### src/rtl/plc_defines.vh
// Purpose: shared constants of the programmable logic cell
// Assumes: included by every design file of the cell
// Notes: definitions only, no logic
`ifndef PLC_DEFINES_VH
`define PLC_DEFINES_VH

// register select codes of the working register port
`define PLC_SEL_ACC0 3'h0
`define PLC_SEL_ACC1 3'h1
`define PLC_SEL_OPR0 3'h2
`define PLC_SEL_OPR1 3'h3
`define PLC_SEL_QUE0 3'h4
`define PLC_SEL_QUE1 3'h5

// reset values
`define PLC_RST_BYTE 8'h00
`define PLC_RST_CFG 16'h0000

// alu function codes
`define PLC_ALU_PASS 3'h0
`define PLC_ALU_INC 3'h1
`define PLC_ALU_DEC 3'h2
`define PLC_ALU_ADD 3'h3
`define PLC_ALU_SUB 3'h4
`define PLC_ALU_AND 3'h5
`define PLC_ALU_OR 3'h6
`define PLC_ALU_XOR 3'h7

// post alu stage codes
`define PLC_SH_NONE 2'h0
`define PLC_SH_LEFT 2'h1
`define PLC_SH_RIGHT 2'h2
`define PLC_SH_SWAP 2'h3

// accumulator write source codes
`define PLC_AW_HOLD 2'h0
`define PLC_AW_ALU 2'h1
`define PLC_AW_QUEUE 2'h2

// configuration word field positions
`define PLC_CF_FUNC 0
`define PLC_CF_ASEL 3
`define PLC_CF_BSEL 4
`define PLC_CF_SHIFT 6
`define PLC_CF_A0WR 8
`define PLC_CF_A1WR 10
`define PLC_CF_D0LD 12
`define PLC_CF_D1LD 13
`define PLC_CF_Q0PUSH 14
`define PLC_CF_Q1PUSH 15

// configuration store geometry
`define PLC_CFG_WORDS 8
`define PLC_CFG_AW 3
`define PLC_CFG_DW 16

// byte queue depth as address bits (four bytes)
`define PLC_QUEUE_AW 2

// condition vector bit positions
`define PLC_CN_EQ0 0
`define PLC_CN_LT0 1
`define PLC_CN_EQ1 2
`define PLC_CN_LT1 3
`define PLC_CN_Z0 4
`define PLC_CN_Z1 5
`define PLC_CN_FF0 6
`define PLC_CN_FF1 7
`define PLC_CN_OV 8
`define PLC_CN_CO 9
`define PLC_CN_SO 10
`define PLC_CN_Q0E 11
`define PLC_CN_Q0F 12
`define PLC_CN_Q1E 13
`define PLC_CN_Q1F 14
`define PLC_CN_RZ 15

`endif

### src/rtl/plc_cell.v
// Purpose: logic cell with two sum-of-products arrays and 8-bit datapath
// Assumes: single cell clock and reset, inputs synchronous to CLK_I
// Notes: chain outputs and array outputs in combinational mode are
//   combinational by nature; everything else leaves from a flop
// Overview of operation
// [RL1] each array: twelve inputs, eight product terms
// [RL2] terms AND chosen true or inverted inputs
// [RL3] outputs OR a chosen set of terms
// [RL4] OR width fixed at eight everywhere
// [RL5] two arrays, outputs registered or combinational
// [RL6] eight-bit datapath, one operation per cycle
// [RL7] six working registers reachable by the bus
// [RL8] accumulators feed alu, take results, compare
// [RL9] operand registers feed alu and compares
// [RL10] four-byte queues load and capture registers
// [RL11] eight sixteen-bit words select cycle function
// [RL12] outside logic drives word address each cycle
// [RL13] alu has eight listed functions
// [RL14] pass forwards operand unchanged
// [RL15] shift, swap, or-mask follow alu independently
// [RL16] two comparators with bit masks
// [RL17] compare operands chosen among four registers
// [RL18] zero, ones, overflow; chosen conditions routed out
// [RL19] chain signals extend compares to neighbours
// [RL20] programmable msb gives arbitrary width
// [RL21] each queue input or output buffer
// [RL22] state updates on clock, clears on reset; queue bytes and configuration words are not cleared
`timescale 1ns/1ps
`default_nettype none
`include "plc_defines.vh"

module plc_cell #(
  parameter QAW = `PLC_QUEUE_AW
) (
  input wire CLK_I, // cell clock, 40 MHz
  input wire RST_N_I, // asynchronous reset, active low
  input wire [23:0] PLD_IN_I, // twelve routed inputs per array
  input wire [191:0] PLD_T_CFG_I, // true-input use per term
  input wire [191:0] PLD_C_CFG_I, // inverted-input use per term
  input wire [63:0] PLD_OR_CFG_I, // term selection per output
  input wire [7:0] PLD_REG_CFG_I, // 1 selects registered output
  output wire [7:0] PLD_OUT_O, // array outputs
  input wire BUS_WR_I, // working register write strobe
  input wire BUS_RD_I, // working register read request
  input wire [2:0] BUS_SEL_I, // working register select
  input wire [7:0] BUS_WDATA_I, // write data
  output reg BUS_RD_READY_O, // read request may be taken
  output reg BUS_RVALID_O, // read data valid
  input wire BUS_RREADY_I, // reader takes the data
  output reg [7:0] BUS_RDATA_O, // read data
  input wire CFG_WE_I, // configuration word write
  input wire [2:0] CFG_WADDR_I, // configuration write address
  input wire [15:0] CFG_WDATA_I, // configuration write data
  input wire [2:0] CFG_ADDR_I, // configuration address from routing
  input wire [2:0] MSB_SEL_I, // most significant bit position
  input wire [7:0] OR_MASK_I, // output or-mask
  input wire [7:0] CMP0_MASK_I, // compare 0 bit mask
  input wire [7:0] CMP1_MASK_I, // compare 1 bit mask
  input wire [1:0] CMP_SEL_I, // compare operand selection
  input wire [1:0] Q_DIR_I, // per queue: 1 output buffer
  input wire [1:0] Q_CAP_SEL_I, // per queue: 1 captures accumulator
  input wire [23:0] OUT_SEL_I, // condition pick per output
  output reg [5:0] COND_O, // conditions to routing
  input wire SI_I, // shift data in
  output wire SO_O, // shift data out, chain
  input wire CHAIN_CI_I, // carry in from neighbour
  output wire CHAIN_CO_O, // carry out to neighbour
  input wire CHAIN_EQ_I, // compare 0 equal from neighbour
  output wire CHAIN_EQ_O, // compare 0 equal to neighbour
  input wire CHAIN_Z_I, // result zero from neighbour
  output wire CHAIN_Z_O // result zero to neighbour
);

  localparam [QAW:0] QDEPTH = {1'b1, {QAW{1'b0}}};
  localparam QN = 1 << QAW;

  // one product term: every used input form must be true
  function pt_eval;
    input [11:0] in_v, t_v, c_v; // inputs, true use, inverted use
    begin
      pt_eval = &((in_v | ~t_v) & (~in_v | ~c_v));
    end
  endfunction
  // width mask up to the programmed msb
  function [7:0] width_mask;
    input [2:0] msb;
    begin
      width_mask = 8'hFF >> (3'h7 - msb);
    end
  endfunction
  wire [15:0] pt_w; // product terms, eight per array
  wire [7:0] sop_w; // combinational sums
  reg [7:0] pld_ff; // registered sums
  genvar g, t, k;
  generate
    for (g = 0; g < 2; g = g + 1) begin : g_arr
      // [RL1] twelve inputs feed terms
      for (t = 0; t < 8; t = t + 1) begin : g_term
        // [RL2] true or inverted
        assign pt_w[g*8+t] = pt_eval(PLD_IN_I[g*12 +: 12],
          PLD_T_CFG_I[(g*8+t)*12 +: 12], PLD_C_CFG_I[(g*8+t)*12 +: 12]);
      end
      for (k = 0; k < 4; k = k + 1) begin : g_out
        // [RL3] [RL4] eight-wide sum
        assign sop_w[g*4+k] = |(pt_w[g*8 +: 8] & PLD_OR_CFG_I[(g*4+k)*8 +: 8]);
        // [RL5] registered or combinational
        assign PLD_OUT_O[g*4+k] = PLD_REG_CFG_I[g*4+k] ? pld_ff[g*4+k]
                                                       : sop_w[g*4+k];
      end
    end
  endgenerate

  // [RL22] registered array state
  always @(posedge CLK_I or negedge RST_N_I) begin
    if (!RST_N_I) begin
      pld_ff <= 8'h00;
    end else begin
      pld_ff <= sop_w;
    end
  end
  wire [15:0] cfg_w; // word steering this cycle
  // [RL11] [RL12] word picked by routed address
  plc_cfg_ram u_cfg (
    .clk_i(CLK_I),
    .rst_n_i(RST_N_I),
    .we_i(CFG_WE_I),
    .waddr_i(CFG_WADDR_I),
    .wdata_i(CFG_WDATA_I),
    .raddr_i(CFG_ADDR_I),
    .rdata_o(cfg_w)
  );

  wire [2:0] func_w = cfg_w[`PLC_CF_FUNC +: 3]; // alu function
  wire [1:0] bsel_w = cfg_w[`PLC_CF_BSEL +: 2]; // second operand
  wire [1:0] shop_w = cfg_w[`PLC_CF_SHIFT +: 2]; // post alu stage
  wire [1:0] a0wr_w = cfg_w[`PLC_CF_A0WR +: 2]; // accumulator 0 source
  wire [1:0] a1wr_w = cfg_w[`PLC_CF_A1WR +: 2]; // accumulator 1 source
  reg [7:0] accumulator_zero_ff; // accumulator 0
  reg [7:0] accumulator_one_ff; // accumulator 1
  reg [7:0] operand_register_zero_ff; // operand register 0
  reg [7:0] operand_register_one_ff; // operand register 1
  wire [15:0] q_head_w; // queue head bytes
  wire [1:0] q_empty_w; // queue empty flags
  wire [1:0] q_full_w; // queue full flags
  // alu, shifter and mask
  reg [7:0] wm, a_src, b_src, b_eff; // width mask, operands, addend
  reg [8:0] sum; // arithmetic sum with carry
  reg [7:0] alu_r, sh_r, dp_res; // alu, shifter and final results
  reg cin, arith; // carry into bit 0, arithmetic function active
  reg co, ov, so; // carry and overflow at msb, shift out bit

  // [RL6] single cycle alu path
  always @* begin
    wm = width_mask(MSB_SEL_I);
    // [RL8] accumulator operand
    a_src = cfg_w[`PLC_CF_ASEL] ? accumulator_one_ff : accumulator_zero_ff;
    // [RL9] operand register sources
    b_src = bsel_w[1] ? (bsel_w[0] ? accumulator_one_ff : accumulator_zero_ff)
      : (bsel_w[0] ? operand_register_one_ff : operand_register_zero_ff);
    b_eff = 8'h00;
    cin = 1'b0;
    arith = 1'b1;
    // [RL13] eight functions
    case (func_w)
      `PLC_ALU_INC: cin = 1'b1;
      `PLC_ALU_DEC: b_eff = wm;
      `PLC_ALU_ADD: begin
        b_eff = b_src & wm;
        cin = CHAIN_CI_I;
      end
      `PLC_ALU_SUB: begin
        b_eff = ~b_src & wm;
        cin = CHAIN_CI_I;
      end
      default: arith = 1'b0;
    endcase
    sum = {1'b0, a_src & wm} + {1'b0, b_eff} + {8'h00, cin};
    case (func_w)
      `PLC_ALU_AND: alu_r = a_src & b_src;
      `PLC_ALU_OR: alu_r = a_src | b_src;
      `PLC_ALU_XOR: alu_r = a_src ^ b_src;
      // [RL14] pass unchanged
      `PLC_ALU_PASS: alu_r = a_src;
      default: alu_r = sum[7:0];
    endcase
    // [RL20] carry and overflow at msb
    co = arith & sum[{1'b0, MSB_SEL_I} + 4'h1];
    ov = arith & (a_src[MSB_SEL_I] == b_eff[MSB_SEL_I])
                & (sum[MSB_SEL_I] != a_src[MSB_SEL_I]);
    // [RL15] post alu stage
    so = 1'b0;
    case (shop_w)
      `PLC_SH_LEFT: begin
        sh_r = {alu_r[6:0], SI_I} & wm;
        so = alu_r[MSB_SEL_I];
      end
      `PLC_SH_RIGHT: begin
        sh_r = ((alu_r & wm) >> 1) | ({7'h00, SI_I} << MSB_SEL_I);
        so = alu_r[0];
      end
      `PLC_SH_SWAP: sh_r = {alu_r[3:0], alu_r[7:4]} & wm;
      default: sh_r = alu_r & wm;
    endcase
    // [RL15] or-mask
    dp_res = sh_r | OR_MASK_I;
  end
  assign SO_O = so;
  assign CHAIN_CO_O = co;
  // [RL17] compare operand choice
  wire [7:0] c0_l = (CMP_SEL_I[0] ? accumulator_one_ff
                                  : accumulator_zero_ff) & CMP0_MASK_I;
  wire [7:0] c0_r = operand_register_zero_ff & CMP0_MASK_I;
  wire [7:0] c1_l = (CMP_SEL_I[1] ? accumulator_zero_ff
                                  : accumulator_one_ff) & CMP1_MASK_I;
  wire [7:0] c1_r = operand_register_one_ff & CMP1_MASK_I;
  wire [15:0] cond_w; // all generated conditions

  // [RL16] [RL19] masked compares, compare 0 equal chained
  assign cond_w[`PLC_CN_EQ0] = (c0_l == c0_r) & CHAIN_EQ_I;
  assign cond_w[`PLC_CN_LT0] = c0_l < c0_r;
  assign cond_w[`PLC_CN_EQ1] = c1_l == c1_r;
  assign cond_w[`PLC_CN_LT1] = c1_l < c1_r;
  // [RL18] zero, all ones, overflow
  assign cond_w[`PLC_CN_Z0] = (accumulator_zero_ff & wm) == 8'h00;
  assign cond_w[`PLC_CN_Z1] = (accumulator_one_ff & wm) == 8'h00;
  assign cond_w[`PLC_CN_FF0] = (accumulator_zero_ff & wm) == wm;
  assign cond_w[`PLC_CN_FF1] = (accumulator_one_ff & wm) == wm;
  assign cond_w[`PLC_CN_OV] = ov;
  assign cond_w[`PLC_CN_CO] = co;
  assign cond_w[`PLC_CN_SO] = so;
  assign cond_w[`PLC_CN_Q0E] = q_empty_w[0];
  assign cond_w[`PLC_CN_Q0F] = q_full_w[0];
  assign cond_w[`PLC_CN_Q1E] = q_empty_w[1];
  assign cond_w[`PLC_CN_Q1F] = q_full_w[1];
  // [RL19] chained result zero
  assign cond_w[`PLC_CN_RZ] = (dp_res == 8'h00) & CHAIN_Z_I;
  assign CHAIN_EQ_O = cond_w[`PLC_CN_EQ0];
  assign CHAIN_Z_O = cond_w[`PLC_CN_RZ];

  // [RL18] selected conditions to routing
  integer j;
  always @(posedge CLK_I or negedge RST_N_I) begin
    if (!RST_N_I) begin
      COND_O <= 6'h00;
    end else begin
      for (j = 0; j < 6; j = j + 1) begin
        COND_O[j] <= cond_w[OUT_SEL_I[j*4 +: 4]];
      end
    end
  end

  // byte queues
  wire rd_take = BUS_RD_I & BUS_RD_READY_O; // read request taken
  wire [1:0] q_ld_w; // internal pop for a register load
  genvar q;
  generate
    for (q = 0; q < 2; q = q + 1) begin : g_queue
      reg [7:0] mem_ff [0:QN-1]; // queue bytes
      reg [QAW-1:0] wp_ff; // write pointer
      reg [QAW-1:0] rp_ff; // read pointer
      reg [QAW:0] cnt_ff; // bytes held
      wire is_out = Q_DIR_I[q]; // 1 output buffer
      // bus select names this queue
      wire bus_hit = BUS_SEL_I == (q ? `PLC_SEL_QUE1 : `PLC_SEL_QUE0);
      wire [7:0] acc = q ? accumulator_one_ff : accumulator_zero_ff;
      // [RL21] direction picks writer and reader
      wire [7:0] wdata = ~is_out ? BUS_WDATA_I
                       : Q_CAP_SEL_I[q] ? acc : dp_res; // byte pushed
      wire push = ~q_full_w[q] & (is_out ? cfg_w[`PLC_CF_Q0PUSH + q]
                                         : BUS_WR_I & bus_hit); // write taken
      // [RL10] internal pop on a register load
      assign q_ld_w[q] = ~is_out & ~q_empty_w[q]
                       & ((cfg_w[`PLC_CF_A0WR + 2*q +: 2] == `PLC_AW_QUEUE)
                          | cfg_w[`PLC_CF_D0LD + q]);
      wire pop = q_ld_w[q] | (is_out & ~q_empty_w[q] & rd_take & bus_hit);
      // byte storage, contents need no reset
      always @(posedge CLK_I) begin
        if (push) begin
          mem_ff[wp_ff] <= wdata;
        end
      end
      // [RL10] [RL22] pointers and count
      always @(posedge CLK_I or negedge RST_N_I) begin
        if (!RST_N_I) begin
          wp_ff <= {QAW{1'b0}};
          rp_ff <= {QAW{1'b0}};
          cnt_ff <= {(QAW+1){1'b0}};
        end else begin
          if (push) begin
            wp_ff <= wp_ff + 1'b1;
          end
          if (pop) begin
            rp_ff <= rp_ff + 1'b1;
          end
          cnt_ff <= cnt_ff + {{QAW{1'b0}}, push} - {{QAW{1'b0}}, pop};
        end
      end
      assign q_head_w[q*8 +: 8] = mem_ff[rp_ff];
      assign q_empty_w[q] = cnt_ff == {(QAW+1){1'b0}};
      assign q_full_w[q] = cnt_ff == QDEPTH;
    end
  endgenerate

  // bus write strobes of the four plain registers
  wire wr_a0 = BUS_WR_I & (BUS_SEL_I == `PLC_SEL_ACC0);
  wire wr_a1 = BUS_WR_I & (BUS_SEL_I == `PLC_SEL_ACC1);
  wire wr_d0 = BUS_WR_I & (BUS_SEL_I == `PLC_SEL_OPR0);
  wire wr_d1 = BUS_WR_I & (BUS_SEL_I == `PLC_SEL_OPR1);
  // [RL7] [RL8] bus write wins over datapath
  wire [7:0] nxt_acc0 = wr_a0 ? BUS_WDATA_I
    : (a0wr_w == `PLC_AW_ALU) ? dp_res
    : ((a0wr_w == `PLC_AW_QUEUE) & q_ld_w[0]) ? q_head_w[7:0]
    : accumulator_zero_ff; // next accumulator 0
  wire [7:0] nxt_acc1 = wr_a1 ? BUS_WDATA_I
    : (a1wr_w == `PLC_AW_ALU) ? dp_res
    : ((a1wr_w == `PLC_AW_QUEUE) & q_ld_w[1]) ? q_head_w[15:8]
    : accumulator_one_ff; // next accumulator 1
  // [RL10] operand registers load from queues
  wire [7:0] nxt_opr0 = wr_d0 ? BUS_WDATA_I
    : (cfg_w[`PLC_CF_D0LD] & q_ld_w[0]) ? q_head_w[7:0]
    : operand_register_zero_ff; // next operand register 0
  wire [7:0] nxt_opr1 = wr_d1 ? BUS_WDATA_I
    : (cfg_w[`PLC_CF_D1LD] & q_ld_w[1]) ? q_head_w[15:8]
    : operand_register_one_ff; // next operand register 1
  // [RL22] working registers
  always @(posedge CLK_I or negedge RST_N_I) begin
    if (!RST_N_I) begin
      accumulator_zero_ff <= `PLC_RST_BYTE;
      accumulator_one_ff <= `PLC_RST_BYTE;
      operand_register_zero_ff <= `PLC_RST_BYTE;
      operand_register_one_ff <= `PLC_RST_BYTE;
    end else begin
      accumulator_zero_ff <= nxt_acc0;
      accumulator_one_ff <= nxt_acc1;
      operand_register_zero_ff <= nxt_opr0;
      operand_register_one_ff <= nxt_opr1;
    end
  end
  // read path with two-entry buffer
  reg [7:0] rd_data; // selected read byte
  // [RL7] read select
  always @* begin
    case (BUS_SEL_I)
      `PLC_SEL_ACC0: rd_data = accumulator_zero_ff;
      `PLC_SEL_ACC1: rd_data = accumulator_one_ff;
      `PLC_SEL_OPR0: rd_data = operand_register_zero_ff;
      `PLC_SEL_OPR1: rd_data = operand_register_one_ff;
      // [RL21] only output queues give data
      `PLC_SEL_QUE0: rd_data = (Q_DIR_I[0] & ~q_empty_w[0]) ? q_head_w[7:0]
                                                           : 8'h00;
      `PLC_SEL_QUE1: rd_data = (Q_DIR_I[1] & ~q_empty_w[1]) ? q_head_w[15:8]
                                                           : 8'h00;
      default: rd_data = 8'h00;
    endcase
  end

  reg [7:0] rb1_ff; // second buffer entry
  reg [1:0] rcnt_ff; // entries held
  wire rd_pop = BUS_RVALID_O & BUS_RREADY_I; // reader takes head
  // next entry count; a take never meets a full buffer
  wire [1:0] nxt_rcnt = rcnt_ff + {1'b0, rd_take} - {1'b0, rd_pop};
  // buffer registers and registered handshakes
  always @(posedge CLK_I or negedge RST_N_I) begin
    if (!RST_N_I) begin
      BUS_RDATA_O <= `PLC_RST_BYTE;
      rb1_ff <= `PLC_RST_BYTE;
      rcnt_ff <= 2'h0;
      BUS_RVALID_O <= 1'b0;
      BUS_RD_READY_O <= 1'b1;
    end else begin
      // free or popped head refills from second entry or fresh byte
      if (rd_pop | ~BUS_RVALID_O) begin
        BUS_RDATA_O <= rcnt_ff[1] ? rb1_ff : rd_data;
      end
      // fresh byte parks behind a head that stays
      if (rd_take & BUS_RVALID_O & ~rd_pop) begin
        rb1_ff <= rd_data;
      end
      rcnt_ff <= nxt_rcnt;
      BUS_RVALID_O <= nxt_rcnt != 2'h0;
      BUS_RD_READY_O <= nxt_rcnt != 2'h2;
    end
  end

endmodule
`default_nettype wire

### src/rtl/plc_cfg_ram.v
// Purpose: per-cycle configuration store of the cell datapath
// Assumes: one write port and one read port on the same clock
// Notes: read data come out of a register, so a word read
//   at one edge steers the datapath until the next edge
`timescale 1ns/1ps
`default_nettype none
`include "plc_defines.vh"

module plc_cfg_ram #(
  parameter AW = `PLC_CFG_AW,
  parameter DW = `PLC_CFG_DW
) (
  input wire clk_i, // cell clock
  input wire rst_n_i, // asynchronous reset, active low
  input wire we_i, // write strobe
  input wire [AW-1:0] waddr_i, // write address
  input wire [DW-1:0] wdata_i, // write data
  input wire [AW-1:0] raddr_i, // read address, may change each cycle
  output reg [DW-1:0] rdata_o // registered read data
);

  localparam NWORDS = 1 << AW;

  // storage words, no reset on the array itself
  reg [DW-1:0] mem_ff [0:NWORDS-1];

  // write port
  always @(posedge clk_i) begin
    if (we_i) begin
      mem_ff[waddr_i] <= wdata_i;
    end
  end

  // registered read port, clears to a no-operation word
  always @(posedge clk_i or negedge rst_n_i) begin
    if (!rst_n_i) begin
      rdata_o <= `PLC_RST_CFG;
    end else begin
      rdata_o <= mem_ff[raddr_i];
    end
  end

endmodule
`default_nettype wire

### config.mk
export PLATFORM = sky130hd
export DESIGN_NAME = plc_cell
export DESIGN_NICKNAME = d
export VERILOG_FILES = /design/src/rtl/plc_cell.v /design/src/rtl/plc_cfg_ram.v
export VERILOG_INCLUDE_DIRS = /design/src /design/src/rtl
export SDC_FILE = /design/constraint.sdc
export NUM_CORES = 1
export LEC_CHECK = 0
export ABC_AREA = 1
export BUFFER_PORTS_ARGS = -buffer_cell sky130_fd_sc_hd__buf_2
export CAP_MARGIN = 15
export CORE_AREA = 2 2 235 237
export DETAILED_ROUTE_END_ITERATION = 7
export DIE_AREA = 0 0 237 239
export HOLD_SLACK_MARGIN = 0.06
export PLACE_DENSITY = 0.68
export SLEW_MARGIN = 15
export SYNTH_ARGS = -nofsm -noshare
export SYNTH_HDL_FRONTEND = slang
export SYNTH_HIERARCHICAL = 1
export SYNTH_SLANG_ARGS = --single-unit
### constraint.sdc
create_clock -name CLK_I -period 5.3 [get_ports CLK_I]
set_input_delay 0.795 -clock CLK_I [delete_from_list [all_inputs] [get_ports CLK_I]]
set_output_delay 0.795 -clock CLK_I [all_outputs]
set_load 0.02 [all_outputs]
**Yosys cells after proc, flatten, opt, wreduce, memory -nomap -nowiden**

Memory sizes are Yosys's and may differ from the RTL's. A register that Yosys moved wholly into a read port is not among the register bits.
Cells that the tools add are included.

- $add $sub $neg: 14
- $lt $le $gt $ge: 11
- Eq/ne operators: 28
- Shifts and indexed selects: 2
- Multiplexer cells: 68
- Bitwise gates (word level): 152
- Reduce and logical (&&, ||, !) cells: 39

Operators by type and width:

| cell | count |
|---|---|
| NOT 12 bit | 34 |
| bitwise OR 12 bit | 32 |
| AND 12 bit | 16 |
| AND reduction 12 bit | 16 |
| 2-to-1 mux 8 bit | 23 |
| AND 8 bit | 21 |
| OR reduction 8 bit | 8 |
| case mux 8 bit (3 select lines) | 2 |
| case mux 8 bit (6 select lines) | 1 |
| < comparator 4 x 5 -> 1 bit (second input constant) | 7 |
| == test 8 bit | 4 |
| case mux 8 bit (4 select lines) | 1 |
| AND 1 bit | 31 |
| binary-select mux 1 bit (select 4 bit) | 7 |
| 2-to-1 mux 1 bit | 28 |
| == test 3 bit (second input constant) | 8 |
| zero test 8 bit | 3 |
| < comparator 8 bit | 2 |
| bitwise OR 8 bit | 2 |
| binary-select mux 1 bit (select 3 bit) | 4 |
| == test 3 x 2 -> 1 bit (second input constant) | 4 |
| zero test 3 bit | 4 |
| adder 8 x 8 -> 9 bit | 1 |
| adder 9 x 1 -> 9 bit | 1 |
| 28 further kinds | 54 |

- Register bits after elaboration: 80
- RAM bits: 192
- Output and inout port bits: 28
- Memories: 3

Memories:

| name | depth | bits a word | read ports | clocked after memory_dff | write ports | RTL line | text |
|---|---|---|---|---|---|---|---|
| u_cfg.mem_ff | 8 | 16 | 1 | 1 | 1 | plc_cfg_ram.v:25 | `reg [DW-1:0] mem_ff [0:NWORDS-1];` |
| g_queue[0].mem_ff | 4 | 8 | 1 | 0 | 1 | plc_cell.v:258 | `reg [7:0] mem_ff [0:QN-1];` |
| g_queue[1].mem_ff | 4 | 8 | 1 | 0 | 1 | plc_cell.v:258 |  |

**Logic depth before layout (Yosys ltp)**

- Depth in word-level cells: 16
- Depth in mapped cells: 32

**Hierarchy**

Netlist, hierarchy kept.

By module, submodules not included:

| module | times used | cells each | area each (µm²) | sequential area each (µm²) |
|---|---|---|---|---|
| plc_cell | 1 | 2,125 | 14,114.8 | 3,925.0 |
| plc_cfg_ram | 1 | 587 | 6,069.6 | 4,244.1 |

**Least setup slack after synthesis**

OpenSTA, ideal clock, no wires.

- Kind: input to output
- Start point: in MSB_SEL_I[0]
- End point: out CHAIN_Z_O
- Arrival time: 3,967 ps
- Path slack: 538 ps
- Cell stages on the path: 19
- Path buffers: 1
- Cells stage by stage: inv_1 > clkbuf_1 > ha_1 > inv_1 > nor2_1 > inv_1 > nand2_1 > inv_1 > fa_1 > nand2_1 > nand2_1 > nand2_1 > nand2_1 > nand3_1 > nand2_1 > a31o_2 > a21oi_1 > inv_1 > nor4_1

- Longest elaborated chain between the ends: 13

RTL lines:

| element | RTL line | text |
|---|---|---|
| start: declaration | plc_cell.v:55 | `input wire [2:0] MSB_SEL_I,` |
| subtractor 3 bit | plc_cell.v:88 | `width_mask = 8'hFF >> (3'h7 - msb);` |
| right shift 8 x 3 -> 8 bit | plc_cell.v:88 |  |
| AND 8 bit, on equally long branches | plc_cell.v:172, plc_cell.v:168 |  |
| case mux 8 bit (3 select lines) | plc_cell.v:164 | `case (func_w)` |
| adder 8 x 8 -> 9 bit | plc_cell.v:177 | `sum = {1'b0, a_src & wm} + {1'b0, b_eff} + {8'h00, cin};` |
| adder 9 x 1 -> 9 bit | plc_cell.v:177 |  |
| case mux 8 bit (4 select lines) | plc_cell.v:178 | `case (func_w)` |
| AND 8 bit | plc_cell.v:198, plc_cell.v:202 |  |
| bitwise OR 7 x 8 -> 8 bit | plc_cell.v:198 | `sh_r = ((alu_r & wm) >> 1) \| ({7'h00, SI_I} << MSB_SEL_I);` |
| case mux 8 bit (3 select lines) * | plc_cell.v:192 | `case (shop_w)` |
| bitwise OR 8 bit * | plc_cell.v:205 | `dp_res = sh_r \| OR_MASK_I;` |
| zero test 8 bit * | plc_cell.v:236 | `` assign cond_w[`PLC_CN_RZ] = (dp_res == 8'h00) & CHAIN_Z_I; `` |
| AND 1 bit * | plc_cell.v:236 |  |
| end: declaration | plc_cell.v:71 | `output wire CHAIN_Z_O` |

Every way passes the cells marked *; elsewhere a longest branch is shown, timed or not.

**Final worst setup path**

- Start point: reg u_cfg.rdata_o[1], read port of u_cfg.mem_ff
- End point: out CHAIN_Z_O

- Longest elaborated chain between the ends: 11

RTL lines:

| element | RTL line | text |
|---|---|---|
| start: declaration | plc_cfg_ram.v:19 | `output reg [DW-1:0] rdata_o` |
| == test 3 bit or == test 3 x 2 -> 1 bit (tied branches) | plc_cell.v:164 |  |
| case mux 8 bit (3 select lines) or OR reduction 2 bit (tied branches) | -- |  |
| adder 8 x 8 -> 9 bit or case mux 1 bit (2 select lines) (tied branches) | plc_cell.v:177, plc_cell.v:164 |  |
| adder 9 x 1 -> 9 bit | plc_cell.v:177 |  |
| case mux 8 bit (4 select lines) * | plc_cell.v:178 |  |
| AND 8 bit | plc_cell.v:198, plc_cell.v:202 |  |
| bitwise OR 7 x 8 -> 8 bit | plc_cell.v:198 |  |
| case mux 8 bit (3 select lines) * | plc_cell.v:192 |  |
| bitwise OR 8 bit * | plc_cell.v:205 |  |
| zero test 8 bit * | plc_cell.v:236 |  |
| AND 1 bit * | plc_cell.v:236 |  |

Marks and branches as above.

==> flow_metrics.env <==
export IMPL_clockRootBuffer="clkbuf_16"
export IMPL_min_path_type="in2async"
export IMPL_cp_top_family="simple AND/OR/NAND/NOR gates"
export IMPL_grt_max_degree=66
export IMPL_post_synth_cell_area_avg_um2=7.44
export IMPL_cts_sink_count=288
export IMPL_cpMostUsedCell="nand2_1"
export IMPL_hold_violations=0
export IMPL_pwr_share_seq=0.357
export IMPL_crit_path_start_kind="flip-flop"
export IMPL_dpl_cell_area_um2=24000
export IMPL_postRouteAntennaNets=0
export IMPL_synth_edf_count=192
export IMPL_overflow=0
export IMPL_finalWirelength_um=103000
export IMPL_cts_tree="yes"
export IMPL_max_cap_violations=0
export IMPL_core_area_um2=54300
export IMPL_clk_pin_slew_ps=60
export IMPL_drive_gt1_frac=0.247
export IMPL_synth_area_um2=20200
export IMPL_synth_distinct_cells=56
export IMPL_synth_most_common_cell="nand2_1"
export IMPL_cp_data_required_time_ps=4510
export IMPL_grt_first_pass_wirelength_um=143000
export IMPL_fillers=5568
export IMPL_leakagePower_nw=12.6
export IMPL_synth_net_count=3357
export IMPL_synthFlopType="edfxtp_1"
export IMPL_end_kind="primary output"
export IMPL_path_buf_inv=4
export IMPL_grt_total_usage=0.353
export IMPL_internal_power_mw=5.35
export IMPL_ir_drop_uv=247
export IMPL_synth_top_area_share=0.286
export IMPL_viasPerCell=5.48
export IMPL_ys_seq_area_frac=0.405
export IMPL_dieArea_um2=56600
export IMPL_wl_per_cell_um=25.3
export IMPL_ys_warn_count=6
export IMPL_grt_pass1_vias=20613
export IMPL_fmaxAchievable_mhz=200
export IMPL_yosysTopAreaCell="edfxtp_1"
export IMPL_setup_viol=0
export IMPL_port_buffers=607
export IMPL_max_slew_margin=0.226
export IMPL_ios=608
export IMPL_fin_tns_setup_ps=0
export IMPL_fin_worst_hold_slack_ps=297
export IMPL_hpwlAfterDp_um=84300
export IMPL_pwr_share_clk=0.249
export IMPL_path_cells="inv_2 > nand2_1 > nor2_4 > nand2_1 > nand2_1 > inv_1 > fa_1 > inv_1 > fa_1 > or2_1 > nand3_1 > nand2_1 > nand2_1 > nand2_1 > nand2_1 > nand3_1 > nor2_2 > nand4_1 > nor4_2 > buf_4"
export IMPL_area_growth_pct=24.7
export IMPL_fin_skew_ps=25.6
export IMPL_ctsLongestPathBuffers=3
export IMPL_critical_path_class="reg2out"
export IMPL_yosys_top_cells_count="nand2_1, inv_1, nand3_1"
export IMPL_power_frac_comb=0.394
export IMPL_min_period_over_period=0.943
export IMPL_r2r_setup_slack_ps=1280
export IMPL_gp_congestion=1.16
export IMPL_netlist_top_cells_area="edfxtp_1, nand2_1, dfrtp_1, inv_1, nand3_1"
export IMPL_crit_slowest_cell="dfrtp_1"
export IMPL_cts_buffers=31
export IMPL_nets=3950
export IMPL_critPathArrivalTime_ps=4200
export IMPL_max_stage_delay_ps=500
export IMPL_timing_rr_end="g_queue[1].mem_ff[1][7]$_DFFE_PP_"
export IMPL_ys_seq_elements=288
export IMPL_num_vias=22238
export IMPL_clk_latency_ps=580
export IMPL_htree_levels=1
export IMPL_syn_instance_count=2712
export IMPL_async_flop_share=0.333
export IMPL_cp_max_fo=9
export IMPL_die_h_um=239
export IMPL_initialDrtViolationCount=2384
export IMPL_detail_route_first_pass_iterations=6
export IMPL_p_sw_mw=3.79
export IMPL_fin_area_um2=25200
export IMPL_drc=0
export IMPL_std_cell_rows=86
export IMPL_status="finished, final reports clean"
export IMPL_rsz0062_at_grt="yes"
export IMPL_r2r_cells=22
export IMPL_worstMarginPinSlew_ps=1160
export IMPL_period_needed_ps=5000
export IMPL_antenna_found_initial=42
export IMPL_p_sw_frac=0.415
export IMPL_start_util=0.371
export IMPL_power_density_nw_per_um2=363
export IMPL_report_final_slew_viol_count=0
export IMPL_die_w_um=237
export IMPL_r2r_start="u_cfg/rdata_o[1]$_DFF_PN0_"
## worst max path at each step
stage                 to  cells past startpoint                        from  slack [ps]
2_1_floorplan  CHAIN_Z_O                     19                MSB_SEL_I[0]         540
3_3_place_gp   CHAIN_Z_O                     21                MSB_SEL_I[1]         510
3_5_place_dp   CHAIN_Z_O                     21                MSB_SEL_I[1]         490
4_1_cts        CHAIN_Z_O                     23  u_cfg/rdata_o[0]$_DFF_PN0_          60
5_1_grt        CHAIN_Z_O                     22  u_cfg/rdata_o[4]$_DFF_PN0_         -20
6_report       CHAIN_Z_O                     20  u_cfg/rdata_o[1]$_DFF_PN0_         300
## kinds of logic (layout without fill, tap and decap cells)
family,after synthesis,after routing,synth area share
other,0,23,0
AOI/OAI and AO/OA,415,415,0.125
buffers and inverters,483,1100,0.0963
and+or+nand+nor,1383,1383,0.290
muxes,67,67,0.0371
adders and majority gates,65,65,0.0418
xor gates and xnor gates,11,11,0.00477
DFF,288,288,0.405
## power groups by stage
stage | sequential [mW] | combinational [mW] | clock [mW]
after floorplan | 3.10 | 2.13 | 0
after global placement | 3.27 | 3.47 | 0
after detailed placement | 3.28 | 3.47 | 0
after CTS | 3.23 | 3.49 | 2.30
after global routing | 3.29 | 3.91 | 2.39
final | 3.26 | 3.60 | 2.28
## flip-flops by register name (all words and copies together) (netlist names)
register                  cells
BUS_RDATA_O                   8
BUS_RD_READY_O                1
BUS_RVALID_O                  1
COND_O                        6
accumulator_one_ff            8
accumulator_zero_ff           8
g_queue.cnt_ff                6
g_queue.mem_ff               64
g_queue.rp_ff                 4
g_queue.wp_ff                 4
operand_register_one_ff       8
operand_register_zero_ff      8
pld_ff                        8
rb1_ff                        8
rcnt_ff                       2
u_cfg/mem_ff                128
u_cfg/rdata_o                16
## layout make-up
cell class / count / area (um2) / area share
timing repair buffer: 644 / 3320 / 0.132
inverter: 399 / 1500 / 0.0597
tap: 704 / 881 / 0.0350
multi-input combinational: 1941 / 10200 / 0.403
clock inverter: 25 / 298 / 0.0118
sequential: 288 / 8170 / 0.325
clock buffer: 32 / 779 / 0.0310
antenna: 23 / 57.6 / 0.00229
## metrics by stage
step           instances  power (mW)  utilization  setup WS [ps]
4_1_cts             4029        9.03        0.461           55.2
6_report            4056        9.14        0.463            304
5_1_grt             4048        9.59        0.463          -21.9
3_3_place_gp        3972        6.74        0.441            515
3_5_place_dp        3972        6.75        0.441            491
2_1_floorplan       2712        5.23            -            538
## repair_timing
item | in CTS | in global routing
resized for setup | 1 | 13
hold endpoints to repair | 0 | 0
setup buffers | 0 | 4
hold buffers | 0 | 0
pin swaps | 0 | 0
setup endpoints to repair | 1 | 3
## metal layers
metal	routed length, um	track usage	share of wire
met5	120	0	0.0012
met1	39100	0.430	0.38
met4	6690	0.196	0.065
met2	45300	0.555	0.44
met3	11500	0.112	0.11
## cell usage in the layout (no fill, tap or decap), types with 5 or more instances in the layout
master,instances
mux2_2,62
clkbuf_16,31
and2_1,7
inv_2,8
nand3b_1,7
xor2_1,9
mux2i_1,5
buf_4,39
clkinv_2,6
nor4_2,5
nor3_1,18
nand4_1,62
o211ai_1,10
a221oi_1,8
a22oi_1,13
nand3_2,9
a21oi_1,108
nor2_2,11
dfrtp_1,92
ha_1,61
nor2_1,175
bufinv_16,6
clkinvlp_4,5
nor4_1,23
nand3_1,204
buf_2,605
o22ai_1,42
nand2_2,9
nand2_1,841
o2111ai_1,6
o21ai_2,5
inv_1,376
o21ai_0,143
diode_2,23
edfxtp_1,192
o221ai_1,28
o21bai_1,9
a22o_1,21
clkinv_1,18
No activity file was read; power rests on OpenSTA's default activity.
